$ cat src/scg_pkg.sv
// Purpose: constants shared by the system clock generation block
// Assumes: 32-bit apb data, one aligned word per register
// Notes:   reset config word field positions are fixed here
package scg_pkg;

  // ==========================================================
  // register map
  localparam logic [7:0] OFF_OUTC = 8'h00;
  localparam logic [7:0] OFF_SYSC = 8'h04;
  localparam logic [7:0] OFF_LOCC = 8'h08;
  localparam logic [7:0] OFF_STAT = 8'h0c;
  localparam logic [7:0] OFF_RCFG = 8'h10;

  // ==========================================================
  // sizes
  localparam int N_BUS_OUT = 5;
  localparam int N_UNITS   = 5;
  localparam int N_LCLK    = 3;

  // ==========================================================
  // unit clock ratios
  typedef enum logic [1:0] {
    RATIO_OFF   = 2'h0,
    RATIO_FULL  = 2'h1,
    RATIO_HALF  = 2'h2,
    RATIO_THIRD = 2'h3
  } scg_ratio_type;

  localparam logic [1:0] DIV_FULL  = 2'h0;
  localparam logic [1:0] DIV_HALF  = 2'h1;
  localparam logic [1:0] DIV_THIRD = 2'h2;

  // ==========================================================
  // reset values and field layout
  localparam logic [4:0]  OUTC_RST        = 5'h00;
  localparam logic [9:0]  SYSC_UNITS_RST  = 10'h3ff;
  localparam logic        SYSC_PCIDMA_RST = 1'b1;
  localparam int          SYSC_PCIDMA_BIT = 10;
  localparam logic [1:0]  LOCC_RST        = 2'h0;

  localparam logic [1:0]  LBDIV_2 = 2'h0;
  localparam logic [1:0]  LBDIV_4 = 2'h1;

  // ==========================================================
  // reset config word low layout
  localparam int RCW_SYSM_LSB  = 24;
  localparam int RCW_SYSM_W    = 4;
  localparam int RCW_CPLL_LSB  = 16;
  localparam int RCW_CPLL_W    = 7;
  localparam int RCW_MEMDB_BIT = 30;
  localparam int RCW_LBICM_BIT = 31;

  localparam int CPLL_VCO_LSB  = 0;
  localparam int CPLL_RAT_LSB  = 2;
  localparam int CPLL_HALF_BIT = 6;

  localparam logic [3:0] CORE_RAT_BYPASS = 4'h0;
  localparam logic [3:0] CORE_RAT_1      = 4'h1;
  localparam logic [3:0] CORE_RAT_2      = 4'h2;
  localparam logic [3:0] CORE_RAT_3      = 4'h3;

  localparam logic [1:0] VCO_SEL_2 = 2'h0;
  localparam logic [1:0] VCO_SEL_4 = 2'h1;
  localparam logic [3:0] VCO_DIV_2 = 4'h2;
  localparam logic [3:0] VCO_DIV_4 = 4'h4;
  localparam logic [3:0] VCO_DIV_8 = 4'h8;

  // ==========================================================
  // strap capture
  localparam logic [1:0] SETTLE_CYCLES = 2'h3;

  typedef enum logic [1:0] {
    CAP_SETTLE = 2'b01,
    CAP_RUN    = 2'b10
  } scg_cap_type;

endpackage

$ cat src/scg_clock_gen.sv
// Purpose: clock selection, division and ratio control for the soc
// Assumes: pclk stands in for the system bus clock; pins are async
// Notes:   multiplied clocks are reported as ratios, not synthesised
//
// Register access over APB and the register addresses were chosen for this implementation.

// Behaviour
// - primary clock is the clock pin in host mode, bus clock in agent.
// - sync clock out is primary or primary halved per halving strap.
// - each bus clock out is primary or half, per its select bit.
// - system bus multiple is (1 + halving strap) times pll multiplier.
// - pll multiplier and core setting come from the reset word.
// - memory clock is bus times (1+doubler); pair is it halved.
// - local bus unit clock is one or two times the bus clock.
// - local clocks are the unit clock divided by two, four or eight.
// - units default to one third rate; each off, full or half.
// - core ratio bits all zero bypass the core pll.
// - ratio 1, 2, 3 give 1:1, 2:1, 3:1; bit 6 adds a half.
// - divider bits 00 give 2, 01 give 4, otherwise 8.
module scg_clock_gen #(
  parameter logic [31:0] HARD_RESET_CONFIG_WORD_LOW = 32'h0000_0000
) (
  // apb clock and reset
  input  wire logic        pclk,
  input  wire logic        presetn,
  // apb slave
  input  wire logic        psel,
  input  wire logic        penable,
  input  wire logic        pwrite,
  input  wire logic [7:0]  paddr,
  input  wire logic [31:0] pwdata,
  input  wire logic [3:0]  pstrb,
  output logic             pready,
  output logic             pslverr,
  output logic [31:0]      prdata,
  // clock pins and straps
  input  wire logic        host_clk_pin,
  input  wire logic        bus_clk_pin,
  input  wire logic        bus_agent_mode,
  input  wire logic        clkin_halve_strap,
  input  wire logic        rcw_from_hard,
  input  wire logic [31:0] rcw_pins,
  // bus clock outputs
  output logic             bus_sync_clk_out,
  output logic [4:0]       bus_clk_outs,
  // memory and local bus clocks
  output logic             mem_bus_clock_pair_p,
  output logic             mem_bus_clock_pair_n,
  output logic             local_sync_clock_out,
  output logic [2:0]       local_bus_clock_outs,
  // unit clock enables
  output logic [4:0]       unit_clk_en,
  output logic             pci_dma_clk_en,
  // decoded configuration
  output logic             rcw_valid,
  output logic [3:0]       system_pll_multiplier,
  output logic [4:0]       csb_mult,
  output logic [1:0]       ddr_clk_mult,
  output logic [1:0]       lbiu_clk_mult,
  output logic             core_pll_bypass,
  output logic [3:0]       core_ratio_x2,
  output logic [3:0]       core_vco_div,
  output logic             core_cfg_invalid
);

  // ==========================================================
  // pin synchronisers
  logic [1:0]  host_s_q;
  logic [1:0]  bus_s_q;
  logic [1:0]  agent_s_q;
  logic [1:0]  halve_s_q;
  logic [1:0]  hard_s_q;
  logic [31:0] rcw_s1_q;
  logic [31:0] rcw_s2_q;

  always_ff @(posedge pclk or negedge presetn) begin
    if (!presetn) begin
      host_s_q  <= 2'h0;
      bus_s_q   <= 2'h0;
      agent_s_q <= 2'h0;
      halve_s_q <= 2'h0;
      hard_s_q  <= 2'h0;
      rcw_s1_q  <= 32'h0;
      rcw_s2_q  <= 32'h0;
    end else begin
      host_s_q  <= {host_s_q[0], host_clk_pin};
      bus_s_q   <= {bus_s_q[0], bus_clk_pin};
      agent_s_q <= {agent_s_q[0], bus_agent_mode};
      halve_s_q <= {halve_s_q[0], clkin_halve_strap};
      hard_s_q  <= {hard_s_q[0], rcw_from_hard};
      rcw_s1_q  <= rcw_pins;
      rcw_s2_q  <= rcw_s1_q;
    end
  end

  // ==========================================================
  // reset word capture after release
  scg_pkg::scg_cap_type cap_q;
  scg_pkg::scg_cap_type cap_d;
  logic [1:0]           settle_q;
  logic [31:0]          rcw_q;
  logic                 halve_q;
  logic                 agent_q;
  wire                  cap_now = (cap_q == scg_pkg::CAP_SETTLE) &&
                                  (settle_q == scg_pkg::SETTLE_CYCLES);
  wire  [31:0]          rcw_src = hard_s_q[1] ? HARD_RESET_CONFIG_WORD_LOW : rcw_s2_q;

  always_comb begin
    cap_d = cap_q;
    unique case (cap_q)
      scg_pkg::CAP_SETTLE: begin
        if (cap_now) begin
          cap_d = scg_pkg::CAP_RUN;
        end
      end
      scg_pkg::CAP_RUN: begin
        cap_d = scg_pkg::CAP_RUN;
      end
      default: begin
        cap_d = scg_pkg::CAP_SETTLE;
      end
    endcase
  end

  // captured straps are held until the next power-on reset; clock select and sync halving follow the live straps
  always_ff @(posedge pclk or negedge presetn) begin
    if (!presetn) begin
      cap_q    <= scg_pkg::CAP_SETTLE;
      settle_q <= 2'h0;
      rcw_q    <= 32'h0;
      halve_q  <= 1'b0;
      agent_q  <= 1'b0;
    end else begin
      cap_q <= cap_d;
      if (cap_q == scg_pkg::CAP_SETTLE) begin
        settle_q <= settle_q + 2'h1;
      end
      if (cap_now) begin
        rcw_q   <= rcw_src;
        halve_q <= halve_s_q[1];
        agent_q <= agent_s_q[1];
      end
    end
  end

  // ==========================================================
  // configuration decode
  wire [3:0] sysm      = rcw_q[scg_pkg::RCW_SYSM_LSB +: scg_pkg::RCW_SYSM_W];
  wire [6:0] cpll      = rcw_q[scg_pkg::RCW_CPLL_LSB +: scg_pkg::RCW_CPLL_W];
  wire [1:0] vco_sel   = cpll[scg_pkg::CPLL_VCO_LSB +: 2];
  wire [3:0] rat_sel   = cpll[scg_pkg::CPLL_RAT_LSB +: 4];
  wire       rat_half  = cpll[scg_pkg::CPLL_HALF_BIT];
  wire       ddr_dbl   = rcw_q[scg_pkg::RCW_MEMDB_BIT];
  wire       lbiu_dbl  = rcw_q[scg_pkg::RCW_LBICM_BIT];

  wire       bypass_d  = (rat_sel == scg_pkg::CORE_RAT_BYPASS);
  wire       rat_ok    = (rat_sel == scg_pkg::CORE_RAT_1) ||
                         (rat_sel == scg_pkg::CORE_RAT_2) ||
                         (rat_sel == scg_pkg::CORE_RAT_3 && !rat_half);
  // ratio times two: 1->2/3, 2->4/5, 3->6
  wire [3:0] ratio_x2_d = bypass_d ? 4'h0 :
                          {rat_sel[2:0], rat_half};
  wire [3:0] vco_d      = (vco_sel == scg_pkg::VCO_SEL_2) ?
                          scg_pkg::VCO_DIV_2 :
                          (vco_sel == scg_pkg::VCO_SEL_4) ?
                          scg_pkg::VCO_DIV_4 : scg_pkg::VCO_DIV_8;
  wire [4:0] csb_mult_d = halve_q ? {sysm, 1'b0} : {1'b0, sysm};

  logic [3:0] sysm_q;
  logic [4:0] csb_mult_q;
  logic [1:0] ddr_mult_q;
  logic [1:0] lbiu_mult_q;
  logic       bypass_q;
  logic [3:0] ratio_x2_q;
  logic [3:0] vco_q;
  logic       invalid_q;

  always_ff @(posedge pclk or negedge presetn) begin
    if (!presetn) begin
      sysm_q      <= 4'h0;
      csb_mult_q  <= 5'h00;
      ddr_mult_q  <= 2'h1;
      lbiu_mult_q <= 2'h1;
      bypass_q    <= 1'b1;
      ratio_x2_q  <= 4'h0;
      vco_q       <= 4'h0;
      invalid_q   <= 1'b0;
    end else begin
      sysm_q      <= sysm;
      csb_mult_q  <= csb_mult_d;
      ddr_mult_q  <= ddr_dbl ? 2'h2 : 2'h1;
      lbiu_mult_q <= lbiu_dbl ? 2'h2 : 2'h1;
      bypass_q    <= bypass_d;
      ratio_x2_q  <= ratio_x2_d;
      vco_q       <= bypass_d ? 4'h0 : vco_d;
      invalid_q   <= !bypass_d && !rat_ok;
    end
  end

  // ==========================================================
  // primary clock and bus clock outputs
  logic       prim_q;
  logic       half_q;
  logic       sync_out_q;
  logic [4:0] bus_out_q;
  logic [4:0] outc_q;
  wire        prim_d = agent_s_q[1] ? bus_s_q[1] : host_s_q[1];
  wire        prim_rise = prim_d && !prim_q;
  wire [4:0]  bus_out_d = (outc_q & {5{half_q}}) |
                          (~outc_q & {5{prim_q}});

  always_ff @(posedge pclk or negedge presetn) begin
    if (!presetn) begin
      prim_q     <= 1'b0;
      half_q     <= 1'b0;
      sync_out_q <= 1'b0;
      bus_out_q  <= 5'h00;
    end else begin
      prim_q     <= prim_d;
      if (prim_rise) begin
        half_q <= !half_q;
      end
      sync_out_q <= halve_s_q[1] ? half_q : prim_q;
      bus_out_q  <= bus_out_d;
    end
  end

  // ==========================================================
  // memory and local bus clocks
  // pclk plays ddr_clk and lbiu_clk; their multiples go out as ratios
  logic       mem_p_q;
  logic       mem_n_q;
  logic [2:0] lb_cnt_q;
  logic       lclk_q;
  logic [1:0] locc_q;
  // a divider change may shorten one local clock period
  wire        lclk_d = (locc_q == scg_pkg::LBDIV_2) ? lb_cnt_q[0] :
                       (locc_q == scg_pkg::LBDIV_4) ? lb_cnt_q[1] :
                       lb_cnt_q[2];

  always_ff @(posedge pclk or negedge presetn) begin
    if (!presetn) begin
      mem_p_q  <= 1'b0;
      mem_n_q  <= 1'b1;
      lb_cnt_q <= 3'h0;
      lclk_q   <= 1'b0;
    end else begin
      mem_p_q  <= !mem_p_q;
      mem_n_q  <= mem_p_q;
      lb_cnt_q <= lb_cnt_q + 3'h1;
      lclk_q   <= lclk_d;
    end
  end

  // ==========================================================
  // unit clocks
  logic [9:0]             sysc_q;
  logic                   pcidma_q;
  logic                   pcidma_en_q;
  scg_pkg::scg_ratio_type act_ratio [scg_pkg::N_UNITS];
  logic [9:0]             act_flat;

  genvar gi;
  generate
    for (gi = 0; gi < scg_pkg::N_UNITS; gi++) begin : g_unit
      scg_unit_div u_div (
        .pclk         (pclk),
        .presetn      (presetn),
        .ratio        (scg_pkg::scg_ratio_type'(sysc_q[2*gi +: 2])),
        .clk_en       (unit_clk_en[gi]),
        .ratio_active (act_ratio[gi])
      );
      assign act_flat[2*gi +: 2] = act_ratio[gi];
    end
  endgenerate

  // gating flop keeps the complex enable free of glitches
  always_ff @(posedge pclk or negedge presetn) begin
    if (!presetn) begin
      pcidma_en_q <= 1'b0;
    end else begin
      pcidma_en_q <= pcidma_q;
    end
  end

  // ==========================================================
  // apb register file
  wire        setup    = psel && !penable;
  wire        wr_acc   = psel && penable && pwrite;
  wire        hit_outc = (paddr == scg_pkg::OFF_OUTC);
  wire        hit_sysc = (paddr == scg_pkg::OFF_SYSC);
  wire        hit_locc = (paddr == scg_pkg::OFF_LOCC);
  wire        hit_stat = (paddr == scg_pkg::OFF_STAT);
  wire        hit_rcfg = (paddr == scg_pkg::OFF_RCFG);
  wire        hit      = hit_outc || hit_sysc || hit_locc ||
                         hit_stat || hit_rcfg;
  wire [31:0] bmask    = {{8{pstrb[3]}}, {8{pstrb[2]}},
                          {8{pstrb[1]}}, {8{pstrb[0]}}};
  wire [31:0] outc_w   = ({27'h0, outc_q} & ~bmask) | (pwdata & bmask);
  wire [31:0] sysc_w   = ({21'h0, pcidma_q, sysc_q} & ~bmask) |
                         (pwdata & bmask);
  wire [31:0] locc_w   = ({30'h0, locc_q} & ~bmask) | (pwdata & bmask);
  wire [31:0] stat_v   = {6'h00, core_cfg_invalid, core_pll_bypass,
                          core_ratio_x2, core_vco_div, csb_mult,
                          act_flat, rcw_valid};
  wire [31:0] rd_mux   =
    hit_outc ? {27'h0, outc_q} :
    hit_sysc ? {21'h0, pcidma_q, sysc_q} :
    hit_locc ? {30'h0, locc_q} :
    hit_stat ? stat_v :
    hit_rcfg ? rcw_q : 32'h0;

  logic [31:0] rdata_q;

  always_ff @(posedge pclk or negedge presetn) begin
    if (!presetn) begin
      outc_q   <= scg_pkg::OUTC_RST;
      sysc_q   <= scg_pkg::SYSC_UNITS_RST;
      pcidma_q <= scg_pkg::SYSC_PCIDMA_RST;
      locc_q   <= scg_pkg::LOCC_RST;
      rdata_q  <= 32'h0;
    end else begin
      if (wr_acc && hit_outc) begin
        outc_q <= outc_w[4:0];
      end
      if (wr_acc && hit_sysc) begin
        sysc_q   <= sysc_w[9:0];
        pcidma_q <= sysc_w[scg_pkg::SYSC_PCIDMA_BIT];
      end
      if (wr_acc && hit_locc) begin
        locc_q <= locc_w[1:0];
      end
      if (setup && !pwrite) begin
        rdata_q <= rd_mux;
      end
    end
  end

  // ==========================================================
  // outputs
  assign pready                = 1'b1;
  assign pslverr               = psel && penable && !hit;
  assign prdata                = rdata_q;
  assign bus_sync_clk_out      = sync_out_q;
  assign bus_clk_outs          = bus_out_q;
  assign mem_bus_clock_pair_p  = mem_p_q;
  assign mem_bus_clock_pair_n  = mem_n_q;
  assign local_sync_clock_out  = lclk_q;
  assign local_bus_clock_outs  = {scg_pkg::N_LCLK{lclk_q}};
  assign pci_dma_clk_en        = pcidma_en_q;
  assign rcw_valid             = (cap_q == scg_pkg::CAP_RUN);
  assign system_pll_multiplier = sysm_q;
  assign csb_mult              = csb_mult_q;
  assign ddr_clk_mult          = ddr_mult_q;
  assign lbiu_clk_mult         = lbiu_mult_q;
  assign core_pll_bypass       = bypass_q;
  assign core_ratio_x2         = ratio_x2_q;
  assign core_vco_div          = vco_q;
  assign core_cfg_invalid      = invalid_q;

endmodule

$ cat src/scg_unit_div.sv
// Purpose: per-unit clock enable at full, half, third rate or off
// Assumes: ratio comes from a register on pclk
// Notes:   a new ratio is taken only at a period boundary
module scg_unit_div (
  // clock and reset
  input  wire logic                 pclk,
  input  wire logic                 presetn,
  // control
  input  wire scg_pkg::scg_ratio_type ratio,
  // outputs
  output logic                      clk_en,
  output scg_pkg::scg_ratio_type    ratio_active
);

  // ==========================================================
  // period counter
  logic [1:0]             cnt_q;
  logic [1:0]             cnt_d;
  logic                   en_q;
  scg_pkg::scg_ratio_type cur_q;
  wire                    wrap = (cnt_q == 2'h0);
  wire  [1:0]             reload =
    (ratio == scg_pkg::RATIO_THIRD) ? scg_pkg::DIV_THIRD :
    (ratio == scg_pkg::RATIO_HALF)  ? scg_pkg::DIV_HALF  :
                                      scg_pkg::DIV_FULL;

  // switching only at a boundary keeps every pulse whole
  assign cnt_d = wrap ? reload : cnt_q - 2'h1;

  always_ff @(posedge pclk or negedge presetn) begin
    if (!presetn) begin
      cnt_q <= 2'h0;
      en_q  <= 1'b0;
      cur_q <= scg_pkg::RATIO_THIRD;
    end else begin
      cnt_q <= cnt_d;
      en_q  <= wrap && (ratio != scg_pkg::RATIO_OFF);
      if (wrap) begin
        cur_q <= ratio;
      end
    end
  end

  assign clk_en       = en_q;
  assign ratio_active = cur_q;

endmodule
$ cat config.mk
export PLATFORM = sky130hd
export DESIGN_NAME = scg_clock_gen
export DESIGN_NICKNAME = d
export VERILOG_FILES = /design/src/scg_pkg.sv /design/src/scg_clock_gen.sv /design/src/scg_unit_div.sv
export SDC_FILE = /design/constraint.sdc
export NUM_CORES = 1
export LEC_CHECK = 0
export BUFFER_PORTS_ARGS = -buffer_cell sky130_fd_sc_hd__buf_2
export CAP_MARGIN = 10
export CORE_MARGIN = 2
export CORE_UTILIZATION = 49
export CTS_CLUSTER_DIAMETER = 120
export DETAILED_ROUTE_END_ITERATION = 10
export PLACE_DENSITY_LB_ADDON = 0.12
export RECOVER_POWER = 100
export SLEW_MARGIN = 20
export SYNTH_ARGS = -nofsm -noshare
export SYNTH_HDL_FRONTEND = slang
export SYNTH_SLANG_ARGS = --single-unit
export TNS_END_PERCENT = 100
$ cat constraint.sdc
create_clock -name pclk -period 1.4 [get_ports pclk]
set_input_delay 0.28 -clock pclk [delete_from_list [all_inputs] [get_ports pclk]]
set_output_delay 0.28 -clock pclk [all_outputs]
set_load 0.005 [all_outputs]
==> impl_summary.md, run 1 <==
Outcome
The run finished, with violations left. The checks that failed: setup timing.

Floorplanning
The chip height is 132 µm. Measured along the x axis, the die boundary spans 132 µm. The placeable core area is 15,900 µm². The count of standard-cell rows is 46.

The die covers 17,300 µm². For this configuration, the core starts out at a cell density of 0.502. For this design the top-level I/O count stands at 162.

Worst setup path
For this run, the slowest stage of the critical path takes 0.54 ns. The maximum net fanout on the critical path is 2. The slowest stage of the critical path is the dfstp_2 cell.

The worst flop-to-flop path startpoint is cap_q[0]$_DFFE_PN1P_. The worst setup path startpoint is cap_q[0]$_DFFE_PN1P_. STA classifies the critical path endpoint as an output pin. Counting both buffers and inverters, the worst setup path holds a total of 2. The worst setup path is launched from a flip-flop. Across all register-to-register paths, the minimum setup slack is -0.15 ns. The capturing point of the worst reg2reg path is rcw_q[15]$_DFFE_PN0P_. The critical path goes through inv_2, ha_4, buf_6. Data on the critical path is required at its endpoint by 1.12 ns.

The data arrival time of the critical path is 1.35 ns. The cell family contributing the most delay on the critical path is flip-flops. For the worst flop-to-flop path, the logic depth is 7.

The type of the worst setup path is flip-flop to output pin.

Min path
The worst hold path begins at pwdata[7]. Along the worst hold path, the cell count comes to 2. The worst hold-check path type is input pin to flip-flop.

Power and ir drop
Summed over all cells, the static leakage comes to 5.05 nW. For this design the ratio of total power to cell area is 1300 nW/µm². The peak supply drop is 1000 µV.

Global route
The initial antenna violation count is 0. The number of global-route vias before repair came to 5,373. The first global-routing pass estimated 28.4 mm of wire.

The leftover overflow at the end of global routing is 0. For this run, the total global-route usage over all layers was measured as 0.206. The largest net degree at the start of global routing is 55.

Layout
The library cells used most frequently in the layout, excluding fill and tap cells, are dfrtp_1, buf_2, nand2_1. The count of nets after finishing is 907. Leaving out filler cells and counting taps, the final layout contains 1,051. The number of antenna diodes in the final layout is 0.

The most common cell after layout, fill and taps aside is dfrtp_1. The count of fill cells added during filler insertion is 1,209. The finished cells cover 10,700 µm². In the final layout, the share of cells above drive strength 1 is 0.369.

The area growth from synthesis to final layout is 34.7%.

Clock network
The insertion delay of the later-clocked pin in the worst-skew pair is 0.51 ns. Counting the buffers created by CTS gives 24. The CTS tree is built. The H-tree depth is 1. Clock-pin slew was measured on the worst setup and hold paths at 0.05 ns. The total clock sinks is 223. The tree is rooted in a clkbuf_16. The clock passes through at most 3 buffers.

Logic synthesis
After synthesis, the cell types taking the most area are dfrtp_1, dfstp_2, mux2_2. The portion of the post-synthesis area used by sequential elements is 0.704. The net count after synthesis is 688. Synthesis inferred 223 register bits. In this run, synthesis inferred 0 flip-flops with an integrated enable. The flip-flop cell with the highest count after synthesis is dfrtp_1. The Yosys step of the flow raised 0 warnings. The mean instance size in the synthesized netlist is 13.3 µm².

The cell count after synthesis is 598. The leading area contributor after synthesis is dfrtp_1. The area share of the leading cell type in the synthesized netlist is 0.618.

The synthesized netlist occupies a cell area of 7980 µm². Counting flops with an async set or reset pin after synthesis yields a share of 1.00. The netlist uses 45 different library cells.

Drt
The iteration-0 DRC count of the detailed router is 312. The wire length after detailed routing is 18.7 mm. The mean number of vias per cell is 5.12. The post-detailed-route count of antenna-violating nets is 0. The remaining design rule violation count is 0. The routed layout has 5,385 vias.

The post-detailed-route wirelength per cell is 17.8 µm. The first detailed-routing pass took 4 iterations.

Placement
The total placed instance area is 9250 µm². In this run the tool buffered the top-level ports with 136 buffer cells. The wire-length estimate of the detail-placed layout is 11.9 mm.

The number of placed instances, taps included, is 955. The congestion estimate from routability-driven global placement came to 0.863.

Timing
The final setup TNS is -4.42 ns. The hold violation count in the final report is 0. At the pin with the least slew margin, the transition time is 0.742 ns. The number of slew-limit violations in the final report came to 0. The clock arrives with 0.0129 ns of skew.

Headroom to the max-slew limit came out at 0.505. The final-report setup violation count is 51. The achievable clock frequency is 0.613 GHz. Setup repair after global routing could not meet its margin everywhere. The post-route clock period utilization is 1.17. The final critical-path required period is 1.63 ns.

The worst path setup slack after routing is -0.231 ns.

Job
Max-cap violations in this run came to 0.
==> how the worst max path moves through the flow <==
| stage | cells past startpoint | end | slack (ns) |
|---|---|---|---|
| 2_1_floorplan | 4 | flip-flop | -0.27 |
| 3_3_place_gp | 5 | flip-flop | -0.42 |
| 3_5_place_dp | 7 | flip-flop | -0.49 |
| 4_1_cts | 3 | rcw_valid | -0.24 |
| 5_1_grt | 3 | rcw_valid | -0.27 |
| 6_report | 3 | rcw_valid | -0.23 |
==> synth_stat cells (3+ instances only) <==
library cell	number
a22oi_1	20
a222oi_1	3
nor3b_1	4
dfstp_2	26
clkbuf_1	26
nor3_1	6
a22o_1	7
nand2b_1	37
nand2_1	71
buf_4	10
mux2_2	33
inv_1	13
mux2_4	7
o21ai_0	49
o31ai_1	3
nor2_1	21
a221o_1	7
nand3_1	7
a21oi_1	6
nor2b_1	4
ha_1	4
a31oi_1	3
o21a_1	6
dfrtp_1	197
==> layout make-up <==
class | count | area [µm²] | share of cell area
Timing Repair Buffer | 231 | 1670 | 0.155
Inverter | 13 | 48.8 | 0.00454
Tap cell | 216 | 270 | 0.0252
Sequential cell | 223 | 5610 | 0.523
Clock buffer | 33 | 664 | 0.0619
Clock inverter | 11 | 141 | 0.0132
Multi-Input combinational cell | 324 | 2340 | 0.217
==> routing by layer <==
layer | vias up | routed length [µm] | global-route usage
met5 | - | 0 | 0
met4 | 0 | 323 | 0.0519
met3 | 26 | 876 | 0.0343
met2 | 163 | 9460 | 0.336
met1 | 2727 | 8080 | 0.290
li1 | 2469 | - | -
==> power by group <==
part	switching, mW	total, mW	leakage (nW)	internal [mW]
Combinational	0.384	0.765	1.89	0.381
Clock	2.46	6.34	0.401	3.88
Sequential	0.166	6.87	2.76	6.70
==> sequential cells by signal, summed over array words and instances (netlist names), 3 cells and up, named ones only <==
signal,count
core_vco_div,3
g_unit.u_div.cnt_q,10
rcw_s2_q,32
g_unit.u_div.clk_en,5
rcw_q,32
core_ratio_x2,4
lb_cnt_q,3
g_unit.u_div.ratio_active,10
csb_mult,5
prdata,32
rcw_s1_q,32
bus_clk_outs,5
system_pll_multiplier,4
==> metrics by stage <==
step	hold slack [ns]	utilization	total power [mW]	setup slack, ns
floorplan	-0.0156	-	7.16	-0.265
global placement	0.150	0.582	7.63	-0.423
detailed placement	0.152	0.582	7.65	-0.489
CTS	0.00662	0.662	14.1	-0.239
global route	0.0102	0.676	14.5	-0.267
finish	0.0149	0.676	14.0	-0.231
==> kinds of logic after synthesis <==
logic type,count (synthesis),share of synthesized area
adders and majority gates,4,0.00628
and+or+nand+nor,164,0.104
buffers and inverters,52,0.0304
xor gates and xnor gates,3,0.00330
other,2,0.000942
AOI/OAI and AO/OA,108,0.0888
muxes,42,0.0623
DFF,223,0.704
==> timing repair <==
action,CTS,global route
hold endpoints to repair,240,0
pin swaps,0,12
buffers inserted,2,5
gates resized for setup,10,85
hold buffers,38,0
setup endpoints to repair,6,52
gates cloned,1,7
(Power assumes the default switching activity.)
==> run 2: changes to the inputs <==
CTS_CLUSTER_DIAMETER = not set   (was 120)
RECOVER_POWER = not set   (was 100)
==> run 2 against run 1 <==
  * The flow still finishes with violations (setup timing)
  * First-iteration DRC count down 13%
  * Sequential power about the same
  * Core utilization up 0.80 points
  * Critical path type unchanged
  * Critical endpoint unchanged
  * Largest cell class unchanged
==> impl_summary.md, run 2 (synthesized netlist as in run 1, its figures left out) <==
Outcome
The run finished, with violations left. The checks that failed: setup timing.

Layout
The diode insertion count for antenna repair is 0 (unchanged). The most common cell after layout, fill and taps aside is dfrtp_1. The share of the core filled with cells is 0.684 (+0.00795). The top cell types in the final layout, fill and taps aside, are dfrtp_1, buf_2, nand2_1.

The count of fill cells added during filler insertion came to 1,179 (-2.5%). The area growth from synthesis to final layout is 36.3%. The share of post-route cells with drive strength above 1 is 0.416 (+0.0467). The count of nets after finishing was 907 (unchanged).

Drt
The mean number of vias per cell came to 5.11 (-0.30%). The wire length after detailed routing is 18.8 mm (+0.26%). The top metal layer carrying routed signals is met4. The detailed-routing iteration count for the pre-antenna-repair pass came to 4 (unchanged). The met1 wire length came to 8.16 mm (+1.0%). The routed length on met3 was 827 µm (-5.6%). The iteration-0 DRC count of the detailed router is 273 (-13%).

The overall via count from detail_route is 5,369 (-0.30%). The met2 layer wire length in the routed design was 9.49 mm (+0.36%). The remaining design rule violation count was 0 (unchanged). The post-detailed-route count of antenna-violating nets is 0 (unchanged). The post-detailed-route wirelength per cell came to 17.9 µm (+0.26%).

Timing
The final-report setup violation count came to 39 (-24%). The hold violation count in the final report came to 0 (unchanged). The clock skew is 0.0138 ns (+0.000975 ns).

The worst path setup slack after routing is -0.229 ns (+0.00202 ns). Setup repair after global routing could not meet its margin everywhere. The post-route clock period utilization is 1.16 (-0.00144).

The final critical-path required period is 1.63 ns (-0.00202 ns). The achievable clock frequency is 0.614 GHz (+0.12%). The number of slew-limit violations in the final report came to 0 (unchanged).

Global route
The initial antenna violation count came to 0 (unchanged). The number of global-route vias before repair is 5,373 (unchanged). The global-route wire length before repair was 28.4 mm (unchanged). The leftover overflow at the end of global routing is 0 (unchanged). The overall routing resource usage is 0.206 (unchanged).

The largest net degree at the start of global routing was 55 (unchanged).

Worst setup path
The data arrival time of the critical path came to 1.35 ns (about the same). The worst setup path is captured at an output pin. The number of cells traversed by the worst register-to-register path is 7 (unchanged).

The maximum net fanout on the critical path was 2 (unchanged). By startpoint and endpoint, the worst setup path is classified as flip-flop to output pin. The endpoint required time on the critical path is 1.12 ns (about the same).

The startpoint class of the critical path is a flip-flop.

Floorplanning
The count of standard-cell rows is 46 (unchanged). The starting utilization of the core area is 0.502 (unchanged). The chip height is 132 µm (unchanged).

The width of the die came to 132 µm (unchanged). The number of placed I/O pins is 162 (unchanged). The full die area is 17,300 µm² (unchanged).

The placeable core area came to 15,900 µm² (unchanged).

Clock network
The CTS clock-pin slew for the worst setup and hold paths came to 0.05 ns (about the same). The maximum number of buffers from clock root to sink is 3 (unchanged). The root buffer cell is clkbuf_16.

The total clock sinks is 223 (unchanged). The number of buffers created by CTS is 24 (unchanged). The H-tree depth is 1 (unchanged). TritonCTS built the clock tree. The insertion delay of the later-clocked pin in the worst-skew pair is 0.51 ns (about the same).

Min path
The worst hold-check path type is input pin to flip-flop. The number of cells traversed by the worst hold path is 2 (unchanged).

Placement
The count of port buffers added during placement came to 136 (unchanged). The minimum setup slack after placement is -0.489 ns (unchanged). The final weighted congestion in routability-driven placement is 0.863 (unchanged). The final HPWL from detailed placement came to 11.9 mm (unchanged).

Job
The number of max-cap violations is 0 (unchanged).

Power and ir drop
The peak supply drop is 1000 µV (+0.14%). The leakage power summed over all cells is 5.20 nW (+2.9%). The cell area power density was 1290 nW/µm² (-0.92%).
## run 2: power breakdown
part	leakage, nW	switching [mW]	internal (mW)
sequential	2.76	0.165	6.70
combinational	2.03	0.389	0.407
clock	0.401	2.46	3.88
## run 2: routing by layer
| metal | global-route usage | up-vias |
|---|---|---|
| li1 | - | 2469 |
| met1 | 0.290 | 2715 |
| met2 | 0.336 | 161 |
| met3 | 0.0343 | 24 |
| met4 | 0.0519 | 0 |
| met5 | 0 | - |
## run 2: path summary, 6_finish.rpt
path                                             from                                          end  slack [ns]
min in group asynchronous                     presetn                       agent_s_q[1]$_DFF_PN0_        0.23
max in group asynchronous                     presetn  g_unit[1].u_div.ratio_active[0]$_DFFE_PN1P_        0.55
worst max-delay path             cap_q[0]$_DFFE_PN1P_                                    rcw_valid       -0.23
worst min register to register  rcw_s1_q[6]$_DFF_PN0_                        rcw_s2_q[6]$_DFF_PN0_        0.34
worst max register to register   cap_q[0]$_DFFE_PN1P_                        rcw_q[15]$_DFFE_PN0P_       -0.16
worst min-delay path                        pwdata[7]                                    flip-flop        0.02
## run 2: area by class of cell
| cell class | instances | area (µm²) | share of cell area |
|---|---|---|---|
| flip-flops and latches | 223 | 5610 | 0.516 |
| multi-input cells | 324 | 2350 | 0.217 |
| repair buffers | 231 | 1780 | 0.163 |
| clock buffers | 33 | 664 | 0.0611 |
| well taps | 216 | 270 | 0.0249 |
| clock inverters | 11 | 141 | 0.0130 |
| inverters | 13 | 48.8 | 0.00449 |
## run 2: what timing repair did
item                       CTS  global route
cloned                       1             7
hold endpoints to repair   240             0
hold buffers                38             0
setup buffers                2             5
setup endpoints to repair    6            52
gates resized for setup     10            85
pin swaps                    0            12
## run 2: worst max-delay path, cell delays in order, from the launching register on
cell	delay, ns
dfstp_2	0.54
inv_2	0.05
ha_4	0.15
buf_6	0.11
## run 2: per-stage QoR
| step | total power, mW | cells | instance area (µm²) | TNS, ns | hold slack [ns] |
|---|---|---|---|---|---|
| finish | 14.0 | 1051 | 10900 | -4.11 | 0.0157 |
| global route | 14.5 | 1051 | 10900 | -5.69 | 0.00753 |
| CTS | 14.1 | 1040 | 10500 | -0.400 | 0.00662 |
| detailed placement | 7.65 | 955 | 9250 | -13.88 | 0.152 |
| global placement | 7.63 | 955 | 9250 | -11.89 | 0.150 |
| floorplan | 7.16 | 598 | 8040 | -3.42 | -0.0156 |
==> run 3: changes to the inputs <==
CORE_UTILIZATION = 23   (was 49)
==> run 3 against run 2 <==
  * Sequential share of layout area fell by 1.4 points
  * Clock power grew 5.4%
  * Largest cell class unchanged
  * Maximum frequency is 6.9% lower
  * Hold slack better by 0.0088 ns
  * Clock-buffer cell count rose by 7
  * Total power rose by 2.4%
  * Register-to-register slack improved by 0.09 ns
  * Critical endpoint unchanged
  * Final cell count increased by 24%
  * The run still ends with setup timing left
  * First-iteration DRC count shrank 27%
  * Wire length up 13%
  * Die area increased by 110%
==> impl_summary.md, run 3 (synthesized netlist as in run 1, its figures left out) <==
Placement
The count of port buffers added during placement is 136 (unchanged). The minimum setup slack after placement is -0.436 ns (+0.0523 ns). The total placed instance area came to 9580 µm² (+3.6%). The final HPWL from detailed placement is 14.5 mm (+22%). The final weighted congestion in routability-driven placement came to 0.775 (-10%).

Layout
The count of nets after finishing was 916 (+0.99%). The share of post-route cells with drive strength above 1 is 0.403 (-0.0125). The final non-filler cell area is 11,200 µm² (+2.9%). Leaving out fill and tap cells, the most frequent cells in the layout are dfrtp_1, buf_2, nand2_1.

The library cell used most frequently in the layout, excluding fill and tap cells, is dfrtp_1. The register area came to 5610 µm² (unchanged). From synthesis to final layout, the design area changed by 40.2%. The count of fill cells added during filler insertion is 3,491 (+200%).

The diode insertion count for antenna repair is 0 (unchanged). The multi-input combinational cell area is 2270 µm² (-3.5%).

Clock network
The CTS clock-pin slew for the worst setup and hold paths is 0.06 ns (about the same). The insertion delay of the later-clocked pin in the worst-skew pair is 0.52 ns (about the same). The maximum number of buffers from clock root to sink is 3 (unchanged).

The H-tree depth is 1 (unchanged). The CTS tree is built. The total clock sinks was 223 (unchanged).

The root buffer cell is clkbuf_16. The number of buffers created by CTS is 26 (+8.3%).

Floorplanning
The number of placed I/O pins is 162 (unchanged). The count of standard-cell rows was 68 (+48%). The placeable core area is 34,400 µm² (+120%). The full die area was 36,200 µm² (+110%). The starting utilization of the core area was 0.232 (-0.270). The width of the die is 190 µm (+45%). The chip height is 190 µm (+45%).

Drt
The mean number of vias per cell was 4.07 (-20%). The post-detailed-route count of antenna-violating nets came to 0 (unchanged). The wire length after detailed routing is 21.2 mm (+13%). The detailed-routing iteration count for the pre-antenna-repair pass was 4 (unchanged).

The post-detailed-route wirelength per cell is 16.3 µm (-8.7%). The overall via count from detail_route is 5,290 (-1.5%). The remaining design rule violation count is 0 (unchanged). The iteration-0 DRC count of the detailed router is 200 (-27%).

Job
The number of max-cap violations is 0 (unchanged).

Worst setup path
The startpoint class of the critical path is a flip-flop. The setup path with the least slack is of type flip-flop to output pin. The endpoint required time on the critical path is 1.12 ns (about the same). The capturing point of the worst reg2reg path is rcw_q[11]$_DFFE_PN0P_. The worst register-to-register path begins at cap_q[0]$_DFFE_PN1P_. The maximum net fanout on the critical path is 2 (unchanged).

The slowest stage of the critical path is the dfstp_2 cell. The data arrival time of the critical path came to 1.47 ns (+0.12 ns). The kind of capture point of the worst setup path is an output pin. The kind of cell with the highest combined delay along the critical path is flip-flops.

The signal on the critical path passes through inv_2, ha_4, buf_6, buf_6. The number of cells traversed by the worst register-to-register path came to 7 (unchanged). The register-to-register setup slack came to -0.07 ns (+0.09 ns). The count of buffering cells on the critical path with inverters included was 3 (+1). The most used cell along the critical path is buf_6.

The delay of the slowest cell on the worst path came to 0.54 ns (about the same).

Min path
The start point of the worst hold path is pwdata[7]. The worst hold-check path type is input pin to flip-flop. The number of cells traversed by the worst hold path is 2 (unchanged).

Global route
The number of global-route vias before repair is 5,686 (+5.8%). The overall routing resource usage is 0.116 (-0.0893). The global-route wire length before repair is 32.7 mm (+15%). The largest net degree at the start of global routing was 52 (-5.5%). The initial antenna violation count is 0 (unchanged). The leftover overflow at the end of global routing is 0 (unchanged).

Timing
The number of slew-limit violations in the final report is 0 (unchanged). The final-report setup violation count is 39 (unchanged). Setup repair after global routing could not meet its margin everywhere. The hold violation count in the final report was 0 (unchanged). The clock skew is 0.00899 ns (-0.00486 ns). The worst path setup slack after routing is -0.351 ns (-0.122 ns). The post-route clock period utilization was 1.25 (+0.0868). The achievable clock frequency is 0.571 GHz (-6.9%). The final critical-path required period is 1.75 ns (+0.122 ns).

Power and ir drop
The internal power consumption is 11.1 mW (+1.5%). The cell area power density was 1280 nW/µm² (-0.40%). The switching portion of total power is 0.223 (+0.00757).

The power share of the clock group is 0.465 (+0.012). The leakage power summed over all cells is 5.23 nW (+0.62%). The share of total power in combinational logic is 0.057 (about the same).

The sequential cell fraction of total power came to 0.478 (-0.012). The switching power of the nets is 3.20 mW (+6.0%). The peak supply drop is 752 µV (-25%).

Outcome
The final reports fail on setup timing. The flow ran to the end, but the final reports show violations.
==> run 3: cell types whose count changed in the layout (fill, tap and decap cells not counted), moves of 3 or more <==
cell / previous run / this run
clkbuf_16: 28 / 31
o21ai_0: 17 / 21
clkbuf_8: 3 / 10
bufinv_16: 3 / 0
o21ai_2: 11 / 6
nand2_1: 45 / 56
nand2_2: 20 / 11
dlygate4sd3_1: 38 / 42
clkbuf_1: 6 / 3
buf_6: 8 / 5
clkinvlp_4: 0 / 3
buf_4: 37 / 44
==> run 3: repair_timing <==
item / 4_1_cts / 5_1_grt
gates resized for setup: 11 / 59
setup endpoints to repair: 6 / 17
hold buffers: 42 / 0
pin swaps: 0 / 5
hold endpoints to repair: 185 / 0
cloned: 0 / 4
setup buffers: 3 / 4
==> run 3: layout make-up <==
type | instances | area share
clock buffer | 40 | 0.0738
clock inverter | 8 | 0.00425
inverter | 13 | 0.00437
multi-input combinational | 323 | 0.203
sequential | 223 | 0.502
tap | 455 | 0.0509
timing repair buffer | 239 | 0.161
==> run 3: power groups by stage <==
stage / Combinational (mW) / Clock (mW) / Sequential [mW]
6_report: 0.813 / 6.68 / 6.86
5_1_grt: 0.916 / 7.26 / 6.88
4_1_cts: 0.821 / 6.95 / 6.86
3_5_place_dp: 0.722 / 0 / 6.97
3_3_place_gp: 0.713 / 0 / 6.97
2_1_floorplan: 0.245 / 0 / 6.92
==> run 3: worst max-delay path by stage <==
stage	from	end	slack, ns	depth (start not counted)
2_1_floorplan	paddr[5]	flip-flop	-0.27	4
3_3_place_gp	paddr[5]	flip-flop	-0.43	5
3_5_place_dp	paddr[5]	flip-flop	-0.44	5
4_1_cts	cap_q[0]$_DFFE_PN1P_	rcw_valid	-0.39	4
5_1_grt	cap_q[0]$_DFFE_PN1P_	rcw_valid	-0.42	4
6_report	cap_q[0]$_DFFE_PN1P_	rcw_valid	-0.35	4
==> run 3: routing by layer <==
layer / global-route usage / vias up / wire length, µm
met1: 0.153 / 2630 / 9340
met5: 0 / - / 0
li1: - / 2485 / -
met4: 0.0343 / 0 / 455
met3: 0.0335 / 33 / 1470
met2: 0.187 / 142 / 9980
==> run 3: metrics by stage <==
step | power [mW] | cells | hold slack, ns | TNS [ns] | utilization
after floorplan | 7.16 | 598 | -0.0156 | -3.42 | -
after global placement | 7.68 | 1200 | 0.131 | -13.39 | 0.279
after detailed placement | 7.69 | 1200 | 0.129 | -13.85 | 0.279
after CTS | 14.6 | 1293 | 0.000568 | -0.615 | 0.318
after global routing | 15.1 | 1301 | 0.00430 | -3.88 | 0.325
final | 14.3 | 1301 | 0.0246 | -1.47 | 0.325
